--- config.mk ---
export PLATFORM = sky130hd
export DESIGN_NAME = rx_status_monitor
export DESIGN_NICKNAME = d
export VERILOG_FILES = /design/src/hdl/rx_status_pkg.sv /design/src/hdl/rx_status_monitor.sv /design/src/hdl/sig_fifo.sv /design/src/hdl/sig_mem.sv
export VERILOG_INCLUDE_DIRS = /design/src /design/src/hdl
export SDC_FILE = /design/constraint.sdc
export NUM_CORES = 1
export LEC_CHECK = 0
export BUFFER_PORTS_ARGS = -buffer_cell sky130_fd_sc_hd__buf_2
export CORE_ASPECT_RATIO = 0.75
export CORE_MARGIN = 5
export CORE_UTILIZATION = 63
export CTS_CLUSTER_SIZE = 40
export DETAILED_ROUTE_END_ITERATION = 10
export HOLD_SLACK_MARGIN = 0.02
export PLACE_DENSITY_LB_ADDON = 0.08
export SLEW_MARGIN = 10
export SYNTH_ARGS = -nofsm -noshare
export SYNTH_HDL_FRONTEND = slang
export SYNTH_SLANG_ARGS = --single-unit
--- constraint.sdc ---
create_clock -name core_clk_in -period 4.6 [get_ports core_clk_in]
set_clock_uncertainty 0.15 [all_clocks]
set_input_delay 0.23 -clock core_clk_in [delete_from_list [all_inputs] [get_ports core_clk_in]]
set_output_delay 0.23 -clock core_clk_in [all_outputs]
set_load 0.01 [all_outputs]
--- src/hdl/rx_status_defines.svh ---
// Purpose: constants for the receive status monitor
// Assumes: 250 MHz core clock
// Notes: timing figures kept in their own units, cycles derived
`ifndef RX_STATUS_DEFINES_SVH
`define RX_STATUS_DEFINES_SVH

`define CLK_PERIOD_NS 4
`define TICK_NS 1000000
`define MS_CYCLES (`TICK_NS / `CLK_PERIOD_NS)

`define LOS_ZERO_RUN 8'h80
`define LOS_ONES_MIN 6'h30
`define LOS_WIN_BITS 9'h182
`define D4_SET_MS 10'h258
`define D4_CLR_MS 10'h0c8
`define BPV_COARSE 9'h100
`define BPV_HOLD_MS 7'h60
`define DEB_MIN_MS 4'h6

`define STAT_CH_PHASE 5'h03
`define STAT_CH_MSW1 5'h0f
`define STAT_CH_MSW2 5'h1f
`define SIG_A_FIRST 5'h04
`define SIG_A_LAST 5'h0e
`define SIG_B_FIRST 5'h10
`define SIG_B_LAST 5'h1c
`define SIG_CHANNELS 24

`define E8K_RISE_CH 5'h11
`define E8K_RISE_BIT 3'h2
`define E8K_FALL_CH 5'h05

`define ESF_YEL_PATTERN 16'h00ff

`define DEB_REP_MSB 11
`define DEB_PEND_MSB 7
`define DEB_STAMP_MSB 3
`endif

--- src/hdl/rx_status_pkg.sv ---
// Purpose: types for the receive status monitor
// Assumes: nothing
// Notes: constants live in rx_status_defines.svh
package rx_status_pkg;
	typedef enum logic [2:0] {
		UPD_IDLE = 3'b001,
		UPD_READ = 3'b010,
		UPD_MOD = 3'b100
	} upd_state_e;
	typedef logic [11:0] deb_word_t;
endpackage : rx_status_pkg

--- src/hdl/rx_status_monitor.sv ---
// Purpose: receive status and alarm monitor, serial status output
// Assumes: line strobes come from framer logic on core_clk_in; bus pins are asynchronous
// Notes: signalling updates pass a 4-deep fifo; framer must honour sig_ready_out
`timescale 1ns/10ps
`include "rx_status_defines.svh"

//Contract
// - frame carries two master, 24 channel, phase
// - signal lost after 128 zeros
// - rails forced high while signal lost
// - 48 ones in two frames clears
// - channel word: zeros, then A B C D
// - optional 6 to 9 ms debounce
// - bit2 zero 600 ms raises alarm
// - alarm clears 200 ms after change
// - eight zeros, eight ones: link alarm
// - mimic set on multiple candidates, cleared resync
// - toggle per 256 violations, 96 ms holdoff
// - fine toggles every 128 and 64
// - phase word in channel three
// - wrap bit toggles on phase wrap
// - 8 kHz rise at channel 17 bit 2
// - store signalling, present every bus frame
// - ESF four valid, D4 only A B
// - freeze signalling while sync lost
// - second master word layout, channel 31
module rx_status_monitor
	import rx_status_pkg::*;
#(
	parameter int MS_CYCLES = `MS_CYCLES,
	parameter int FIFO_DEPTH = 4
) (
	// clock and reset
	input wire logic core_clk_in,
	input wire logic rst_b_in,
	// line bits from receiver
	input wire logic line_bit_stb_in,
	input wire logic line_mark_in,
	input wire logic rail_a_in,
	input wire logic rail_b_in,
	input wire logic bpv_stb_in,
	input wire logic [4:0] line_chan_in,
	input wire logic [2:0] line_bitpos_in,
	input wire logic frame_stb_in,
	input wire logic ds0_bit2_stb_in,
	input wire logic ds0_bit2_in,
	input wire logic link_bit_stb_in,
	input wire logic facility_link_bits_in,
	// framer state
	input wire logic in_sync_in,
	input wire logic multi_sync_in,
	input wire logic esf_mode_in,
	input wire logic multi_candidate_stb_in,
	input wire logic resync_stb_in,
	input wire logic all_ones_alarm_in,
	input wire logic debounce_en_in,
	// signalling updates
	input wire logic sig_valid_in,
	input wire logic [4:0] sig_chan_in,
	input wire logic [3:0] sig_bits_in,
	output logic sig_ready_out,
	// status bus pins
	input wire logic bus_clk_in,
	input wire logic bus_frame_n_in,
	output logic status_serial_out,
	// line outputs
	output logic signal_lost_flag_out,
	output logic rx_rail_a_n_out,
	output logic rx_rail_b_n_out,
	output logic extracted_8khz_out
);
	localparam int MSW = $clog2(MS_CYCLES + 1);
	initial if (MS_CYCLES < 1 || FIFO_DEPTH < 2) $error("rx_status_monitor: bad parameters");

	// millisecond tick
	logic [MSW-1:0] ms_cnt_q;
	logic ms_tick_q;
	logic [3:0] ms_stamp_q;
	wire ms_wrap = (ms_cnt_q == MSW'(MS_CYCLES - 1));
	always_ff @(posedge core_clk_in or negedge rst_b_in)
		if (!rst_b_in)
		begin
			ms_cnt_q <= '0;
			ms_tick_q <= 1'b0;
			ms_stamp_q <= 4'h0;
		end
		else
		begin
			ms_cnt_q <= ms_wrap ? '0 : ms_cnt_q + MSW'(1);
			ms_tick_q <= ms_wrap;
			ms_stamp_q <= ms_stamp_q + 4'(ms_wrap);
		end

	// signal lost detect
	logic [7:0] zero_run_q;
	logic [8:0] win_q;
	logic [5:0] ones_q;
	logic los_q;
	wire zero_bit = line_bit_stb_in && !line_mark_in;
	wire one_bit = line_bit_stb_in && line_mark_in;
	wire los_set = zero_bit && (zero_run_q == `LOS_ZERO_RUN - 8'h01);
	wire los_clr = los_q && one_bit && (ones_q == `LOS_ONES_MIN - 6'h01);
	wire win_end = line_bit_stb_in && (win_q == `LOS_WIN_BITS - 9'h001);
	always_ff @(posedge core_clk_in or negedge rst_b_in)
		if (!rst_b_in)
		begin
			zero_run_q <= 8'h00;
			win_q <= 9'h000;
			ones_q <= 6'h00;
			los_q <= 1'b0;
		end
		else
		begin
			if (one_bit)
				zero_run_q <= 8'h00;
			else if (zero_bit && zero_run_q != `LOS_ZERO_RUN)
				zero_run_q <= zero_run_q + 8'h01;
			if (!los_q || win_end || los_clr)
			begin
				win_q <= 9'h000;
				ones_q <= 6'h00;
			end
			else if (line_bit_stb_in)
			begin
				win_q <= win_q + 9'h001;
				ones_q <= ones_q + 6'(line_mark_in);
			end
			if (los_set)
				los_q <= 1'b1;
			else if (los_clr)
				los_q <= 1'b0;
		end
	always_ff @(posedge core_clk_in or negedge rst_b_in)
		if (!rst_b_in)
		begin
			rx_rail_a_n_out <= 1'b1;
			rx_rail_b_n_out <= 1'b1;
			signal_lost_flag_out <= 1'b0;
		end
		else
		begin
			rx_rail_a_n_out <= !(rail_a_in && !los_q);
			rx_rail_b_n_out <= !(rail_b_in && !los_q);
			signal_lost_flag_out <= los_q;
		end

	// d4 remote alarm: ms intervals with at least one all-zero frame tolerate errored frames
	logic frame_zero_q;
	logic ms_zero_q;
	logic [9:0] set_ms_q;
	logic [9:0] clr_ms_q;
	logic d4_remote_alarm_q;
	always_ff @(posedge core_clk_in or negedge rst_b_in)
		if (!rst_b_in)
		begin
			frame_zero_q <= 1'b1;
			ms_zero_q <= 1'b0;
			set_ms_q <= 10'h000;
			clr_ms_q <= 10'h000;
			d4_remote_alarm_q <= 1'b0;
		end
		else
		begin
			if (frame_stb_in)
				frame_zero_q <= 1'b1;
			else if (ds0_bit2_stb_in && ds0_bit2_in)
				frame_zero_q <= 1'b0;
			if (ms_tick_q)
				ms_zero_q <= 1'b0;
			else if (frame_stb_in && frame_zero_q)
				ms_zero_q <= 1'b1;
			if (ms_tick_q)
			begin
				set_ms_q <= ms_zero_q ? set_ms_q + 10'(set_ms_q != `D4_SET_MS) : 10'h000;
				clr_ms_q <= ms_zero_q ? 10'h000 : clr_ms_q + 10'(clr_ms_q != `D4_CLR_MS);
			end
			if (set_ms_q == `D4_SET_MS)
				d4_remote_alarm_q <= 1'b1;
			else if (clr_ms_q == `D4_CLR_MS)
				d4_remote_alarm_q <= 1'b0;
		end

	// esf remote alarm; drops on any broken repeat, controller filters it
	logic [15:0] link_shift_q;
	logic [4:0] since_match_q;
	logic esf_remote_alarm_q;
	wire [15:0] link_next = {link_shift_q[14:0], facility_link_bits_in};
	wire link_match = link_bit_stb_in && (link_next == `ESF_YEL_PATTERN);
	always_ff @(posedge core_clk_in or negedge rst_b_in)
		if (!rst_b_in)
		begin
			link_shift_q <= 16'hffff;
			since_match_q <= 5'h00;
			esf_remote_alarm_q <= 1'b0;
		end
		else if (link_bit_stb_in)
		begin
			link_shift_q <= link_next;
			since_match_q <= link_match ? 5'h00 : since_match_q + 5'(since_match_q != 5'h10);
			if (link_match)
				esf_remote_alarm_q <= 1'b1;
			else if (since_match_q == 5'h0f)
				esf_remote_alarm_q <= 1'b0;
		end

	// mimic flag and violation counters
	logic mimic_q;
	logic [8:0] bpv_cnt_q;
	logic [6:0] hold_ms_q;
	logic violation_toggle_q;
	logic [6:0] fine_cnt_q;
	logic [1:0] violation_fine_toggles_q;
	wire coarse_fire = (bpv_cnt_q == `BPV_COARSE) && (hold_ms_q == `BPV_HOLD_MS);
	always_ff @(posedge core_clk_in or negedge rst_b_in)
		if (!rst_b_in)
		begin
			mimic_q <= 1'b0;
			bpv_cnt_q <= 9'h000;
			hold_ms_q <= 7'h00;
			violation_toggle_q <= 1'b0;
			fine_cnt_q <= 7'h00;
			violation_fine_toggles_q <= 2'h0;
		end
		else
		begin
			if (multi_candidate_stb_in)
				mimic_q <= 1'b1;
			else if (resync_stb_in)
				mimic_q <= 1'b0;
			if (coarse_fire)
			begin
				bpv_cnt_q <= 9'h000;
				hold_ms_q <= 7'h00;
				violation_toggle_q <= !violation_toggle_q;
			end
			else
			begin
				if (bpv_stb_in && bpv_cnt_q != `BPV_COARSE)
					bpv_cnt_q <= bpv_cnt_q + 9'h001;
				if (ms_tick_q && hold_ms_q != `BPV_HOLD_MS)
					hold_ms_q <= hold_ms_q + 7'h01;
			end
			if (bpv_stb_in)
			begin
				fine_cnt_q <= fine_cnt_q + 7'h01;
				violation_fine_toggles_q[1] <= violation_fine_toggles_q[1] ^ (fine_cnt_q == 7'h7f);
				violation_fine_toggles_q[0] <= violation_fine_toggles_q[0] ^ (fine_cnt_q[5:0] == 6'h3f);
			end
		end

	// status bus pin synchronisers
	logic [1:0] bclk_sync_q;
	logic [1:0] bfrm_sync_q;
	logic bclk_last_q;
	always_ff @(posedge core_clk_in or negedge rst_b_in)
		if (!rst_b_in)
		begin
			bclk_sync_q <= 2'h0;
			bfrm_sync_q <= 2'h3;
			bclk_last_q <= 1'b0;
		end
		else
		begin
			bclk_sync_q <= {bclk_sync_q[0], bus_clk_in};
			bfrm_sync_q <= {bfrm_sync_q[0], bus_frame_n_in};
			bclk_last_q <= bclk_sync_q[1];
		end
	wire bus_fall = bclk_last_q && !bclk_sync_q[1];
	wire bus_frame = !bfrm_sync_q[1];

	// extracted 8 kHz and phase capture
	logic [7:0] bus_pos_q;
	logic [7:0] phase_q;
	logic phase_wrap_bit_q;
	wire e8k_rise = line_bit_stb_in && line_chan_in == `E8K_RISE_CH && line_bitpos_in == `E8K_RISE_BIT;
	wire e8k_fall = line_bit_stb_in && line_chan_in == `E8K_FALL_CH && line_bitpos_in == `E8K_RISE_BIT;
	wire wrap_up = phase_q[7:6] == 2'h3 && bus_pos_q[7:6] == 2'h0;
	wire wrap_down = phase_q[7:6] == 2'h0 && bus_pos_q[7:6] == 2'h3;
	always_ff @(posedge core_clk_in or negedge rst_b_in)
		if (!rst_b_in)
		begin
			extracted_8khz_out <= 1'b0;
			phase_q <= 8'h00;
			phase_wrap_bit_q <= 1'b0;
		end
		else
		begin
			if (e8k_rise)
				extracted_8khz_out <= 1'b1;
			else if (e8k_fall)
				extracted_8khz_out <= 1'b0;
			if (e8k_rise)
			begin
				phase_q <= bus_pos_q;
				phase_wrap_bit_q <= phase_wrap_bit_q ^ (wrap_up || wrap_down);
			end
		end

	// signalling store path
	upd_state_e upd_q;
	logic [8:0] fifo_data;
	logic fifo_valid;
	logic fifo_pop;
	deb_word_t rd_word;
	deb_word_t wr_word;
	logic wr_en;
	wire [7:0] pos_nxt = bus_frame ? 8'h00 : bus_pos_q + 8'h01;
	wire [4:0] nxt_ch = bus_pos_q[7:3] + 5'h01;
	wire nxt_in_a = nxt_ch >= `SIG_A_FIRST && nxt_ch <= `SIG_A_LAST;
	wire nxt_in_b = nxt_ch >= `SIG_B_FIRST && nxt_ch <= `SIG_B_LAST;
	wire [4:0] nxt_idx = nxt_in_a ? nxt_ch - `SIG_A_FIRST : nxt_ch - `SIG_B_FIRST + 5'h0b;
	// keep rmw clear of the load at a channel edge
	wire upd_start = fifo_valid && bus_pos_q[2:1] != 2'h3;
	wire [4:0] rd_addr = (upd_q == UPD_IDLE) ? nxt_idx : fifo_data[8:4];
	wire [3:0] new_bits = fifo_data[3:0];
	wire [3:0] rep = rd_word[`DEB_REP_MSB:`DEB_REP_MSB-3];
	wire [3:0] pend = rd_word[`DEB_PEND_MSB:`DEB_PEND_MSB-3];
	wire [3:0] age = ms_stamp_q - rd_word[`DEB_STAMP_MSB:0];
	wire settled = new_bits == pend && age >= `DEB_MIN_MS;
	assign fifo_pop = (upd_q == UPD_MOD);
	assign wr_en = fifo_pop && in_sync_in;
	assign wr_word = !debounce_en_in ? {new_bits, new_bits, ms_stamp_q} :
		(new_bits == rep) ? {rep, new_bits, ms_stamp_q} :
		(new_bits != pend) ? {rep, new_bits, ms_stamp_q} :
		settled ? {new_bits, pend, rd_word[3:0]} : rd_word;
	always_ff @(posedge core_clk_in or negedge rst_b_in)
		if (!rst_b_in)
			upd_q <= UPD_IDLE;
		else
			case (upd_q)
				UPD_IDLE: upd_q <= upd_start ? UPD_READ : UPD_IDLE;
				UPD_READ: upd_q <= UPD_MOD;
				UPD_MOD: upd_q <= UPD_IDLE;
				default: upd_q <= UPD_IDLE;
			endcase

	sig_fifo #(
		.WIDTH(9),
		.DEPTH(FIFO_DEPTH)
	) u_fifo (
		.core_clk_in(core_clk_in),
		.rst_b_in(rst_b_in),
		.in_valid_in(sig_valid_in),
		.in_data_in({sig_chan_in, sig_bits_in}),
		.in_ready_out(sig_ready_out),
		.out_valid_out(fifo_valid),
		.out_data_out(fifo_data),
		.out_ready_in(fifo_pop)
	);

	sig_mem #(
		.WIDTH(12),
		.DEPTH(`SIG_CHANNELS)
	) u_mem (
		.core_clk_in(core_clk_in),
		.wr_en_in(wr_en),
		.wr_addr_in(fifo_data[8:4]),
		.wr_data_in(wr_word),
		.rd_addr_in(rd_addr),
		.rd_data_out(rd_word)
	);

	// status serialiser
	logic [7:0] shift_q;
	wire [3:0] rep_valid = esf_mode_in ? rep : {rep[3:2], 2'h0};
	wire [7:0] msw1 = {d4_remote_alarm_q, mimic_q, 1'b0, esf_remote_alarm_q,
		!multi_sync_in, violation_toggle_q, 1'b0, !in_sync_in};
	wire [7:0] msw2 = {all_ones_alarm_in, phase_wrap_bit_q, 1'b0, violation_fine_toggles_q, 3'h0};
	wire [4:0] load_ch = pos_nxt[7:3];
	wire [7:0] load_word = (load_ch == `STAT_CH_PHASE) ? phase_q :
		(load_ch == `STAT_CH_MSW1) ? msw1 :
		(load_ch == `STAT_CH_MSW2) ? msw2 :
		(!bus_frame && (nxt_in_a || nxt_in_b)) ? {4'h0, rep_valid} : 8'h00;
	always_ff @(posedge core_clk_in or negedge rst_b_in)
		if (!rst_b_in)
		begin
			bus_pos_q <= 8'hff;
			shift_q <= 8'h00;
			status_serial_out <= 1'b0;
		end
		else if (bus_fall)
		begin
			bus_pos_q <= pos_nxt;
			if (pos_nxt[2:0] == 3'h0)
			begin
				shift_q <= {load_word[6:0], 1'b0};
				status_serial_out <= load_word[7];
			end
			else
			begin
				shift_q <= {shift_q[6:0], 1'b0};
				status_serial_out <= shift_q[7];
			end
		end
endmodule : rx_status_monitor

--- src/hdl/sig_fifo.sv ---
// Purpose: small fifo for signalling updates
// Assumes: one clock
// Notes: in_ready_out registered
`timescale 1ns/10ps
module sig_fifo #(
	parameter int WIDTH = 9,
	parameter int DEPTH = 4
) (
	// clock and reset
	input wire logic core_clk_in,
	input wire logic rst_b_in,
	// fill side
	input wire logic in_valid_in,
	input wire logic [WIDTH-1:0] in_data_in,
	output logic in_ready_out,
	// drain side
	output logic out_valid_out,
	output logic [WIDTH-1:0] out_data_out,
	input wire logic out_ready_in
);
	localparam int AW = (DEPTH > 1) ? $clog2(DEPTH) : 1;
	initial if (DEPTH < 2 || (1 << AW) != DEPTH || WIDTH < 1) $error("sig_fifo: DEPTH must be power of two >= 2");
	logic [WIDTH-1:0] mem_q [DEPTH];
	logic [AW-1:0] wr_q;
	logic [AW-1:0] rd_q;
	logic [AW:0] cnt_q;
	logic [AW:0] cnt_d;
	wire push = in_valid_in && in_ready_out;
	wire pop = out_valid_out && out_ready_in;
	assign cnt_d = cnt_q + (AW+1)'(push) - (AW+1)'(pop);
	assign out_valid_out = (cnt_q != '0);
	assign out_data_out = mem_q[rd_q];
	always_ff @(posedge core_clk_in or negedge rst_b_in)
		if (!rst_b_in)
		begin
			wr_q <= '0;
			rd_q <= '0;
			cnt_q <= '0;
			in_ready_out <= 1'b1;
		end
		else
		begin
			wr_q <= wr_q + AW'(push);
			rd_q <= rd_q + AW'(pop);
			cnt_q <= cnt_d;
			in_ready_out <= (cnt_d != (AW+1)'(DEPTH));
		end
	always_ff @(posedge core_clk_in)
		if (push)
			mem_q[wr_q] <= in_data_in;
endmodule : sig_fifo

--- src/hdl/sig_mem.sv ---
// Purpose: per-channel signalling store
// Assumes: one write and one read port
// Notes: read data registered every cycle
`timescale 1ns/10ps
module sig_mem #(
	parameter int WIDTH = 12,
	parameter int DEPTH = 24
) (
	// clock
	input wire logic core_clk_in,
	// write port
	input wire logic wr_en_in,
	input wire logic [4:0] wr_addr_in,
	input wire logic [WIDTH-1:0] wr_data_in,
	// read port
	input wire logic [4:0] rd_addr_in,
	output logic [WIDTH-1:0] rd_data_out
);
	initial if (DEPTH > 32 || DEPTH < 1) $error("sig_mem: DEPTH out of range");
	logic [WIDTH-1:0] mem_q [DEPTH];
	// no reset on the array; contents valid after first update per channel
	always_ff @(posedge core_clk_in)
	begin
		if (wr_en_in)
			mem_q[wr_addr_in] <= wr_data_in;
		rd_data_out <= mem_q[rd_addr_in];
	end
endmodule : sig_mem

==> flow_summary_export.csv, run 1 <==
group,metric,value,unit
run_status,status,"complete, no violations",
timing,setup_violations,0,
floorplanning,std_cell_rows,58,
floorplanning,die_w,224,um
yosys,synth_nets,1773,
timing,drv_slew,0,
final_layout,fillCellCount,2231,
route,num_vias,14000,
route,ant_nets,0,
timing,setup_ws,0.288,ns
route,first_pass_iters,5,
route,wl_per_cell,20.8,um
yosys,yosysWarnings,0,
timing,hold_slack,0.0717,ns
global_routing,grt_pass1_wl,76600,um
yosys,synth.distinct_cells,82,
power_and_ir_drop,p_total,14.5,mW
place,io_buffers,44,
worst_setup_path,reg2regPathDepth,12,
floorplanning,die-area,38300,um^2
power_and_ir_drop,vdd_drop_max,0.000418,V
route,drtIter0Drc,1581,
clocking,cts_buffers,46,
final_layout,fin_util,72.3,%
global_routing,grt-ovfl-total,0,
route,wl,47500,um
yosys,synth_edf_count,324,
yosys,synth_top_area_cell,"edfxtp_1",
yosys,synthArstFlopShare,32.7,%
yosys,ys_seq_elements,499,
timing,fin_setup_tns,0,ns
clocking,clockBufferDepth,3,
place,dp.final_hpwl,31100,um
clocking,postCtsSetupRepairBufs,0,
floorplanning,fp.dieH,171,um
final_layout,final_cells,2280,
timing,final-hold-violation-count,0,
place,routabilityCongestion,0.854,
place,placed_area,22500,um^2
yosys,synth_seq_area_share,64.9,%
timing,period_share,93.7,%
final_layout,drive_gt1_share,14.2,%
global_routing,grt_usage,25.2,%
yosys,yosysMostFrequentCell,"edfxtp_1",
final_layout,final_cell_area,24400,um^2
power_and_ir_drop,power.density,596,nW/um^2
yosys,ys_top_cells_by_count,"edfxtp_1, nand2_1, dfrtp_1",
clocking,cts_tree,"yes",
yosys,synth_area_leaders,"edfxtp_1, dfrtp_1, nand2_1",
yosys,synth_top_area_share,44.8,%
worst_setup_path,startpoint_type,"register",
yosys,yosys_most_used_dff,"edfxtp_1",
global_routing,first_global_vias,13700,
yosys,synthCells,1699,
timing,relSlewSlack,21.9,%
power_and_ir_drop,p_leak,9.49,nW
clocking,cts_resized,0,
global_routing,grt_start_max_net_pins,88,
clocking,h-tree-depth,2,
worst_setup_path,path_class,"register to register",
place,dp_cells,2165,
route,drc_errors,0,
clocking,clock-sinks,499,
timing,rsz0062_at_grt,"no",
final_layout,n_antenna_cell,0,
final_layout,area_growth,12.5,%
clocking,root_buffer,"clkbuf_16",
timing,tightest_slew,1.17,ns
timing,fmax,232,MHz
yosys,syn_area,21700,um^2
route,viasPerCell,6.14,
floorplanning,ios,45,
worst_setup_path,cp.required,4.89,ns
worst_setup_path,arrival,4.61,ns
yosys,syn_area_per_cell,12.8,um^2
min_path,holdCritPathClass,"input port to register",
floorplanning,initial_core_util,64.3,%
final_layout,fin_nets,1866,
global_routing,antenna_found_initial,0,
place,pre_cts_ws,0.409,ns
timing,fin_crit,4.31,ns
min_path,hold_path_depth,5,
worst_setup_path,path_max_fanout,33,
clocking,cts.clk_slew.worst_paths,0.07,ns
worst_setup_path,cp-end-kind,"register",
clocking,clock_latency,0.56,ns
floorplanning,core_region_area,33700,um^2
flow_run,cap_viol_max_count,0,
==> cell type report <==
type | instances | area [um^2] | share of cell area [%]
Multi-Input combinational cell | 1058 | 7010 | 28.7
Clock inverter | 26 | 275 | 1.13
Tap cell | 450 | 563 | 2.31
Timing Repair Buffer | 122 | 922 | 3.78
Inverter | 65 | 244 | 0.999
Sequential cell | 499 | 14100 | 57.7
Clock buffer | 60 | 1310 | 5.36
==> placed cells by master, fill, tap and decap left out, types with 11 or more instances in the layout <==
master,instances
a211oi_1,11
a21oi_1,35
and3_1,59
buf_2,43
buf_4,46
clkbuf_16,50
clkinv_1,11
dfrtp_1,133
dfstp_2,30
dfxtp_1,12
dlygate4sd3_1,29
edfxtp_1,324
ha_1,33
inv_1,64
mux2_2,40
mux2i_1,62
nand2_1,214
nand3_1,65
nand4_1,41
nor2_1,105
nor2b_1,17
nor3_1,18
o211ai_1,28
o21ai_0,57
or3_1,11
xnor2_1,36
xor2_1,40
==> power breakdown <==
part           total, mW  internal, mW  switching [mW]
clock               3.97          2.34            1.62
combinational       4.74          1.72            3.02
sequential          5.85          5.54           0.308
total               14.5          9.60            4.95
==> worst max-delay path: stages (launching register included) <==
cell and delay, ns:
dfstp_2 0.68, ha_1 0.38, xor2_1 0.34, ha_1 0.24, a21oi_1 0.11, and2_4 0.19, a221o_1 0.40, o221a_2 0.55
buf_12 0.30, nor2_2 0.37, a32oi_1 0.18, nand3_1 0.18, nand4_1 0.09
==> cell families after synthesis <==
logic type	synth area share (%)
AND/OR/NAND/NOR	13.3
flip-flops	64.9
AO/OA/AOI/OAI	7.73
buffers and inverters	2.92
multiplexers	5.87
XOR/XNOR	3.14
adder cells (fa/ha/maj)	2.09
==> layer usage <==
metal  track usage, %  vias up  wire [um]
met3             5.61       64       4470
met5                0        -          0
met1             39.3     6909      21300
met4             5.08        0        773
met2             37.4      594      20900
li1                 -     6436          -
==> repair_timing <==
item | in CTS | in global routing
endpoints found under the hold margin | 138 | 0
endpoints found under the setup margin | 0 | 0
hold buffers | 29 | 0
==> state kept, by name (all words and copies together), names as in the netlist, 3 cells and up <==
| register | flops |
|---|---|
| bpv_cnt_q | 9 |
| bus_pos_q | 8 |
| clr_ms_q | 10 |
| fine_cnt_q | 7 |
| hold_ms_q | 7 |
| link_shift_q | 15 |
| ms_cnt_q | 18 |
| ms_stamp_q | 4 |
| ones_q | 6 |
| phase_q | 8 |
| set_ms_q | 10 |
| shift_q | 7 |
| since_match_q | 5 |
| u_fifo.cnt_q | 3 |
| u_fifo.mem_q | 36 |
| u_mem.mem_q | 288 |
| u_mem.rd_data_out | 12 |
| upd_q | 3 |
| win_q | 9 |
| zero_run_q | 8 |
==> final timing paths <==
check | from | to | slack (ns)
setup / recovery | bus_pos_q[3] | u_mem.rd_data_out[8] | 0.29
hold reg to reg | bclk_sync_q[0] | bclk_sync_q[1] | 0.20
setup reg to reg | bus_pos_q[3] | u_mem.rd_data_out[8] | 0.29
max in group asynchronous | rst_b_in | link_shift_q[4] | 3.08
hold / removal | all_ones_alarm_in | status_serial_out | 0.07
min in group asynchronous | rst_b_in | win_q[6] | 0.14
Note: power is estimated with default switching activity, not from simulation.
==> run 2, diff against run 1 <==
Settings changed: CAP_MARGIN from default to 20, CORE_ASPECT_RATIO 0.75 to 0.9.
==> run 2 against run 1 <==
  * Sequential share of layout area decreased by 0.24 points
  * Register-to-register slack better by 0.09 ns
  * Utilization decreased by 0.31 points
  * Wire length down 1.3%
  * Via count fell by 0.81%
  * Worst setup slack gained 0.088 ns
  * Cell count up 0.79%
  * Critical path type unchanged
  * Hold slack improved by 0.014 ns
  * First-iteration DRC count is 14% lower
  * Flip-flop and latch count unchanged
  * Die area is essentially flat
  * Critical path depth is the same
==> flow_summary_export.csv, run 2 (synthesis results as in run 1) <==
group,metric,value,unit
power_and_ir_drop,swShare,33.7,%
min_path,holdCritPathClass,"input port to register",
clocking,clockBufferDepth,3,
final_layout,layout_common_cells,"edfxtp_1, nand2_1, dfrtp_1",
final_layout,final_common_cell,"edfxtp_1",
timing,fmax,237,MHz
timing,tightest_slew,1.03,ns
route,wl,46900,um
final_layout,regMostFlops,"u_mem.mem_q",
route,drtIter0Drc,1360,
floorplanning,die-area,38300,um^2
power_and_ir_drop,p_leak,9.52,nW
timing,drv_slew,0,
final_layout,n_antenna_cell,0,
power_and_ir_drop,power.density,594,nW/um^2
floorplanning,std_cell_rows,64,
floorplanning,ios,45,
power_and_ir_drop,combPwrFrac,31.8,%
worst_setup_path,cp-end-kind,"register",
final_layout,fin_nets,1869,
floorplanning,core_region_area,34000,um^2
worst_setup_path,path_class,"register to register",
clocking,clock_latency,0.58,ns
route,drc_errors,0,
power_and_ir_drop,cell_internal_pwr,9.67,mW
route,ant_nets,0,
route,first_pass_iters,5,
global_routing,grt_usage,25.3,%
final_layout,area_growth,13.0,%
global_routing,first_global_vias,13600,
global_routing,grt-ovfl-total,0,
timing,rsz0062_at_grt,"no",
clocking,cts_tree,"yes",
clocking,cts.clk_slew.worst_paths,0.07,ns
timing,final-hold-violation-count,0,
flow_run,cap_viol_max_count,0,
final_layout,drive_gt1_share,14.6,%
global_routing,grt_start_max_net_pins,99,
place,routabilityCongestion,0.886,
clocking,h-tree-depth,2,
power_and_ir_drop,power_frac_clock,28.2,%
global_routing,grt_pass1_wl,76000,um
timing,relSlewSlack,30.5,%
floorplanning,fp.dieH,186,um
worst_setup_path,cp.required,4.95,ns
route,wl_per_cell,20.4,um
power_and_ir_drop,p_total,14.6,mW
worst_setup_path,path_max_fanout,25,
place,dp.final_hpwl,30500,um
clocking,cts_buffers,49,
timing,period_share,91.8,%
global_routing,antenna_found_initial,0,
power_and_ir_drop,p_seq_share,40.0,%
floorplanning,initial_core_util,63.8,%
timing,setup_violations,0,
power_and_ir_drop,vdd_drop_max,0.000350,V
clocking,postCtsSetupRepairBufs,0,
clocking,clock-sinks,499,
run_status,status,"complete, no violations",
route,num_vias,13900,
power_and_ir_drop,p_switching,4.90,mW
timing,fin_setup_tns,0,ns
timing,fin_crit,4.22,ns
worst_setup_path,arrival,4.58,ns
place,io_buffers,44,
clocking,root_buffer,"clkbuf_16",
floorplanning,die_w,206,um
final_layout,largest_reg_flops,288,
worst_setup_path,startpoint_type,"register",
final_layout,reg_top3,"u_mem.mem_q x288, u_fifo.mem_q x36, ms_cnt_q x18",
route,viasPerCell,6.04,
==> run 2: path summary, 6_finish.rpt <==
| kind | start | cells past startpoint | slack (ns) | endpoint |
|---|---|---|---|---|
| max | bus_pos_q[3] | 12 | 0.38 | u_mem.rd_data_out[11] |
| min | in_sync_in | 4 | 0.09 | shift_q[1] |
| max reg2reg | bus_pos_q[3] | 12 | 0.38 | u_mem.rd_data_out[11] |
| min reg2reg | bfrm_sync_q[0] | 0 | 0.21 | bfrm_sync_q[1] |
| max in group asynchronous | rst_b_in | 3 | 3.11 | bfrm_sync_q[0] |
| min in group asynchronous | rst_b_in | 2 | 0.15 | zero_run_q[2] |
==> run 2: what timing repair did <==
action	in CTS	in global routing
gates resized for setup	0	1
hold endpoints to repair	137	0
setup endpoints to repair	0	3
hold buffers	29	0
==> run 2: critical path, cell delays in order (launching register included) <==
cell and delay, ns:
dfstp_2 0.69, ha_1 0.39, xor2_1 0.34, ha_1 0.23
a21oi_1 0.11, o2bb2ai_1 0.18, o31ai_4 0.47, and2_4 0.45
buf_12 0.22, nor2_1 0.19, a22oi_1 0.37, nand3_1 0.19
nand4_1 0.15
==> run 2: power groups by stage <==
stage | sequential (mW) | clock [mW] | combinational (mW)
global placement | 5.90 | 0 | 4.41
finish | 5.82 | 4.11 | 4.64
CTS | 5.82 | 4.18 | 4.58
global route | 5.86 | 4.38 | 5.06
detailed placement | 5.91 | 0 | 4.53
floorplan | 5.79 | 0 | 3.31
==> run 2: layer usage <==
metal  vias up  wire (um)  GRT usage, %
li1       6451          -             -
met1      6820      21600          39.4
met2       540      20600          37.0
met3        79       3630          5.33
met4         0       1100          6.51
met5         -          0             0
==> run 2: layout make-up <==
| type | instances | area [um^2] |
|---|---|---|
| fillers | 2310 | 9520 |
| multi-input cells | 1058 | 7020 |
| well taps | 462 | 578 |
| inverters | 65 | 244 |
| clock buffers | 56 | 1250 |
| flip-flops and latches | 499 | 14100 |
| clock inverters | 36 | 410 |
| repair buffers | 122 | 926 |
==> run 2: metrics by stage <==
stage | std cells | setup slack, ns | area, um^2 | hold WS, ns | util [%]
finish | 2298 | 0.376 | 24500 | 0.0853 | 72.0
CTS | 2297 | 0.289 | 24500 | 0.0592 | 72.0
global route | 2298 | 0.156 | 24500 | 0.105 | 72.0
detailed placement | 2176 | 0.314 | 22500 | 0.195 | 66.3
floorplan | 1699 | 1.27 | 21700 | -0.216 | -
global placement | 2176 | 0.471 | 22500 | 0.188 | 66.3
==> run 3, diff against run 2 <==
Settings changed: BUFFER_PORTS_ARGS -buffer_cell sky130_fd_sc_hd__buf_2 to -buffer_cell sky130_fd_sc_hd__buf_4.
==> run 3 against run 2 <==
  * Critical path depth unchanged
  * Hold slack got worse by 0.00086 ns
  * Count of clock-buffer cells in the layout decreased by 2
  * Fmax decreased by 2.9%
  * Sequential share of layout area decreased by 0.082 points
  * First-iteration DRC count increased by 2.6%
  * Combinational power about the same
  * Largest power group unchanged
==> flow_summary_export.csv, run 3 (synthesis results as in run 1) <==
group,metric,value,unit
run_status,status,"complete, no violations",
clocking,clock_latency,0.57,ns
worst_setup_path,cp-end-kind,"register",
clocking,cts.clk_slew.worst_paths,0.06,ns
clocking,h-tree-depth,2,
worst_setup_path,crit_family,"simple AND/OR/NAND/NOR gates",
timing,fin_crit,4.35,ns
place,io_buffers,44,
route,drtIter0Drc,1395,
final_layout,drive_gt1_share,14.7,%
worst_setup_path,cp.required,4.90,ns
clocking,cts_tree,"yes",
final_layout,n_antenna_cell,0,
worst_setup_path,path_cells,"ha_1 -> xor2_1 -> ha_1 -> a21oi_1 -> and2_4 -> a22oi_1 -> o221ai_4 -> buf_4 -> nor2_1 -> a22oi_1 -> nand3_1 -> nand4_1",
worst_setup_path,cpPeakStageDelay,0.69,ns
final_layout,final_common_cell,"edfxtp_1",
final_layout,reg_top3,"u_mem.mem_q x288, u_fifo.mem_q x36, ms_cnt_q x18",
min_path,holdCritPathClass,"input port to register",
global_routing,grt_usage,24.4,%
final_layout,fin_nets,1870,
route,first_pass_iters,7,
clocking,root_buffer,"clkbuf_16",
place,dp.final_hpwl,29700,um
worst_setup_path,arrival,4.65,ns
global_routing,grt_pass1_wl,73800,um
global_routing,met3_usage,4.63,%
timing,rsz0062_at_grt,"no",
power_and_ir_drop,p_leak,9.53,nW
timing,setup_violations,0,
worst_setup_path,path_max_fanout,36,
floorplanning,std_cell_rows,64,
place,routabilityCongestion,0.876,
route,ant_nets,0,
floorplanning,core_region_area,34000,um^2
worst_setup_path,path_buf_inv,1,
floorplanning,ios,45,
global_routing,antenna_found_initial,1,
final_layout,area_growth,13.1,%
timing,drv_slew,0,
timing,fmax,230,MHz
route,wl_per_cell,20.0,um
route,drc_errors,0,
worst_setup_path,startpoint_type,"register",
worst_setup_path,path_class,"register to register",
final_layout,regMostFlops,"u_mem.mem_q",
global_routing,grt_busiest_layer,"met1",
worst_setup_path,critPathSlowestCell,"dfstp_2",
flow_run,cap_viol_max_count,0,
timing,tightest_slew,0.939,ns
timing,relSlewSlack,37.4,%
timing,fin_setup_tns,0,ns
clocking,postCtsSetupRepairBufs,0,
global_routing,grt_start_max_net_pins,103,
timing,final-hold-violation-count,0,
final_layout,layout_common_cells,"edfxtp_1, nand2_1, dfrtp_1",
timing,hold_slack,0.0844,ns
floorplanning,die_w,206,um
global_routing,use_met2,36.9,%
power_and_ir_drop,power.density,585,nW/um^2
global_routing,grt_use_met1,37.4,%
power_and_ir_drop,vdd_drop_max,0.000534,V
timing,period_share,94.6,%
global_routing,first_global_vias,13500,
global_routing,grt-ovfl-total,0,
route,num_vias,13800,
clocking,cts_buffers,49,
route,viasPerCell,6.01,
route,wl,45900,um
floorplanning,initial_core_util,63.8,%
floorplanning,die-area,38300,um^2
clocking,clockBufferDepth,3,
floorplanning,fp.dieH,186,um
final_layout,largest_reg_flops,288,
clocking,clock-sinks,499,
==> run 3: cell count changes in the layout (fill, tap and decap cells not counted), moves of 2 or more <==
cell and change:
buf_2 -43, buf_4 +42, bufinv_16 -4, clkbuf_1 -3
clkinv_1 -2, clkinv_2 +2, clkinv_4 +3, clkinvlp_4 +2
==> run 3: final cells by class <==
cell class,instances,area [um^2]
clock buffers,54,1250
clock inverters,36,329
fillers,2306,9480
inverters,65,244
multi-input cells,1058,7010
flip-flops and latches,499,14100
well taps,462,578
repair buffers,123,1040
==> run 3: power by group <==
part           total [mW]  internal [mW]  switching (mW)
combinational        4.62           1.70            2.93
sequential           5.83           5.54           0.290
clock                3.91           2.21            1.70
==> run 3: path summary, 6_finish.rpt <==
path / startpoint / endpoint / slack [ns] / cells after the start
max in group asynchronous: rst_b_in / link_shift_q[5] / 3.06 / 3
worst max-delay path: bus_pos_q[3] / u_mem.rd_data_out[2] / 0.25 / 12
min in group asynchronous: rst_b_in / signal_lost_flag_out / 0.17 / 2
worst min-delay path: in_sync_in / shift_q[1] / 0.08 / 4
worst max register to register: bus_pos_q[3] / u_mem.rd_data_out[2] / 0.25 / 12
worst min register to register: bfrm_sync_q[0] / bfrm_sync_q[1] / 0.21 / 0
==> run 3: through the flow <==
step / util [%] / power [mW] / area, um^2 / setup slack, ns / std cells
2_1_floorplan: - / 9.10 / 21700 / 1.27 / 1699
3_3_place_gp: 66.5 / 10.3 / 22600 / 0.460 / 2174
3_5_place_dp: 66.5 / 10.4 / 22600 / 0.185 / 2174
4_1_cts: 72.0 / 14.4 / 24500 / 0.120 / 2294
5_1_grt: 72.1 / 15.1 / 24500 / 0.00419 / 2297
6_report: 72.1 / 14.4 / 24500 / 0.250 / 2297
==> run 3: tightest hold or removal path, cell delays in order <==
cell and delay (ns):
buf_4 0.14, nor2b_1 0.13, a311oi_1 0.07, o21ai_0 0.18
==> run 3: metal layers <==
metal  wire length, um  vias to the layer above
li1                  -                     6461
met1             21000                     6817
met2             20900                      448
met3              3190                       67
met4               749                        2
met5                13                        -
==> run 3: timing repair <==
item / 4_1_cts / 5_1_grt
endpoints found under the setup margin: 0 / 5
hold endpoints to repair: 170 / 0
gates resized for setup: 0 / 1
hold buffers: 30 / 0
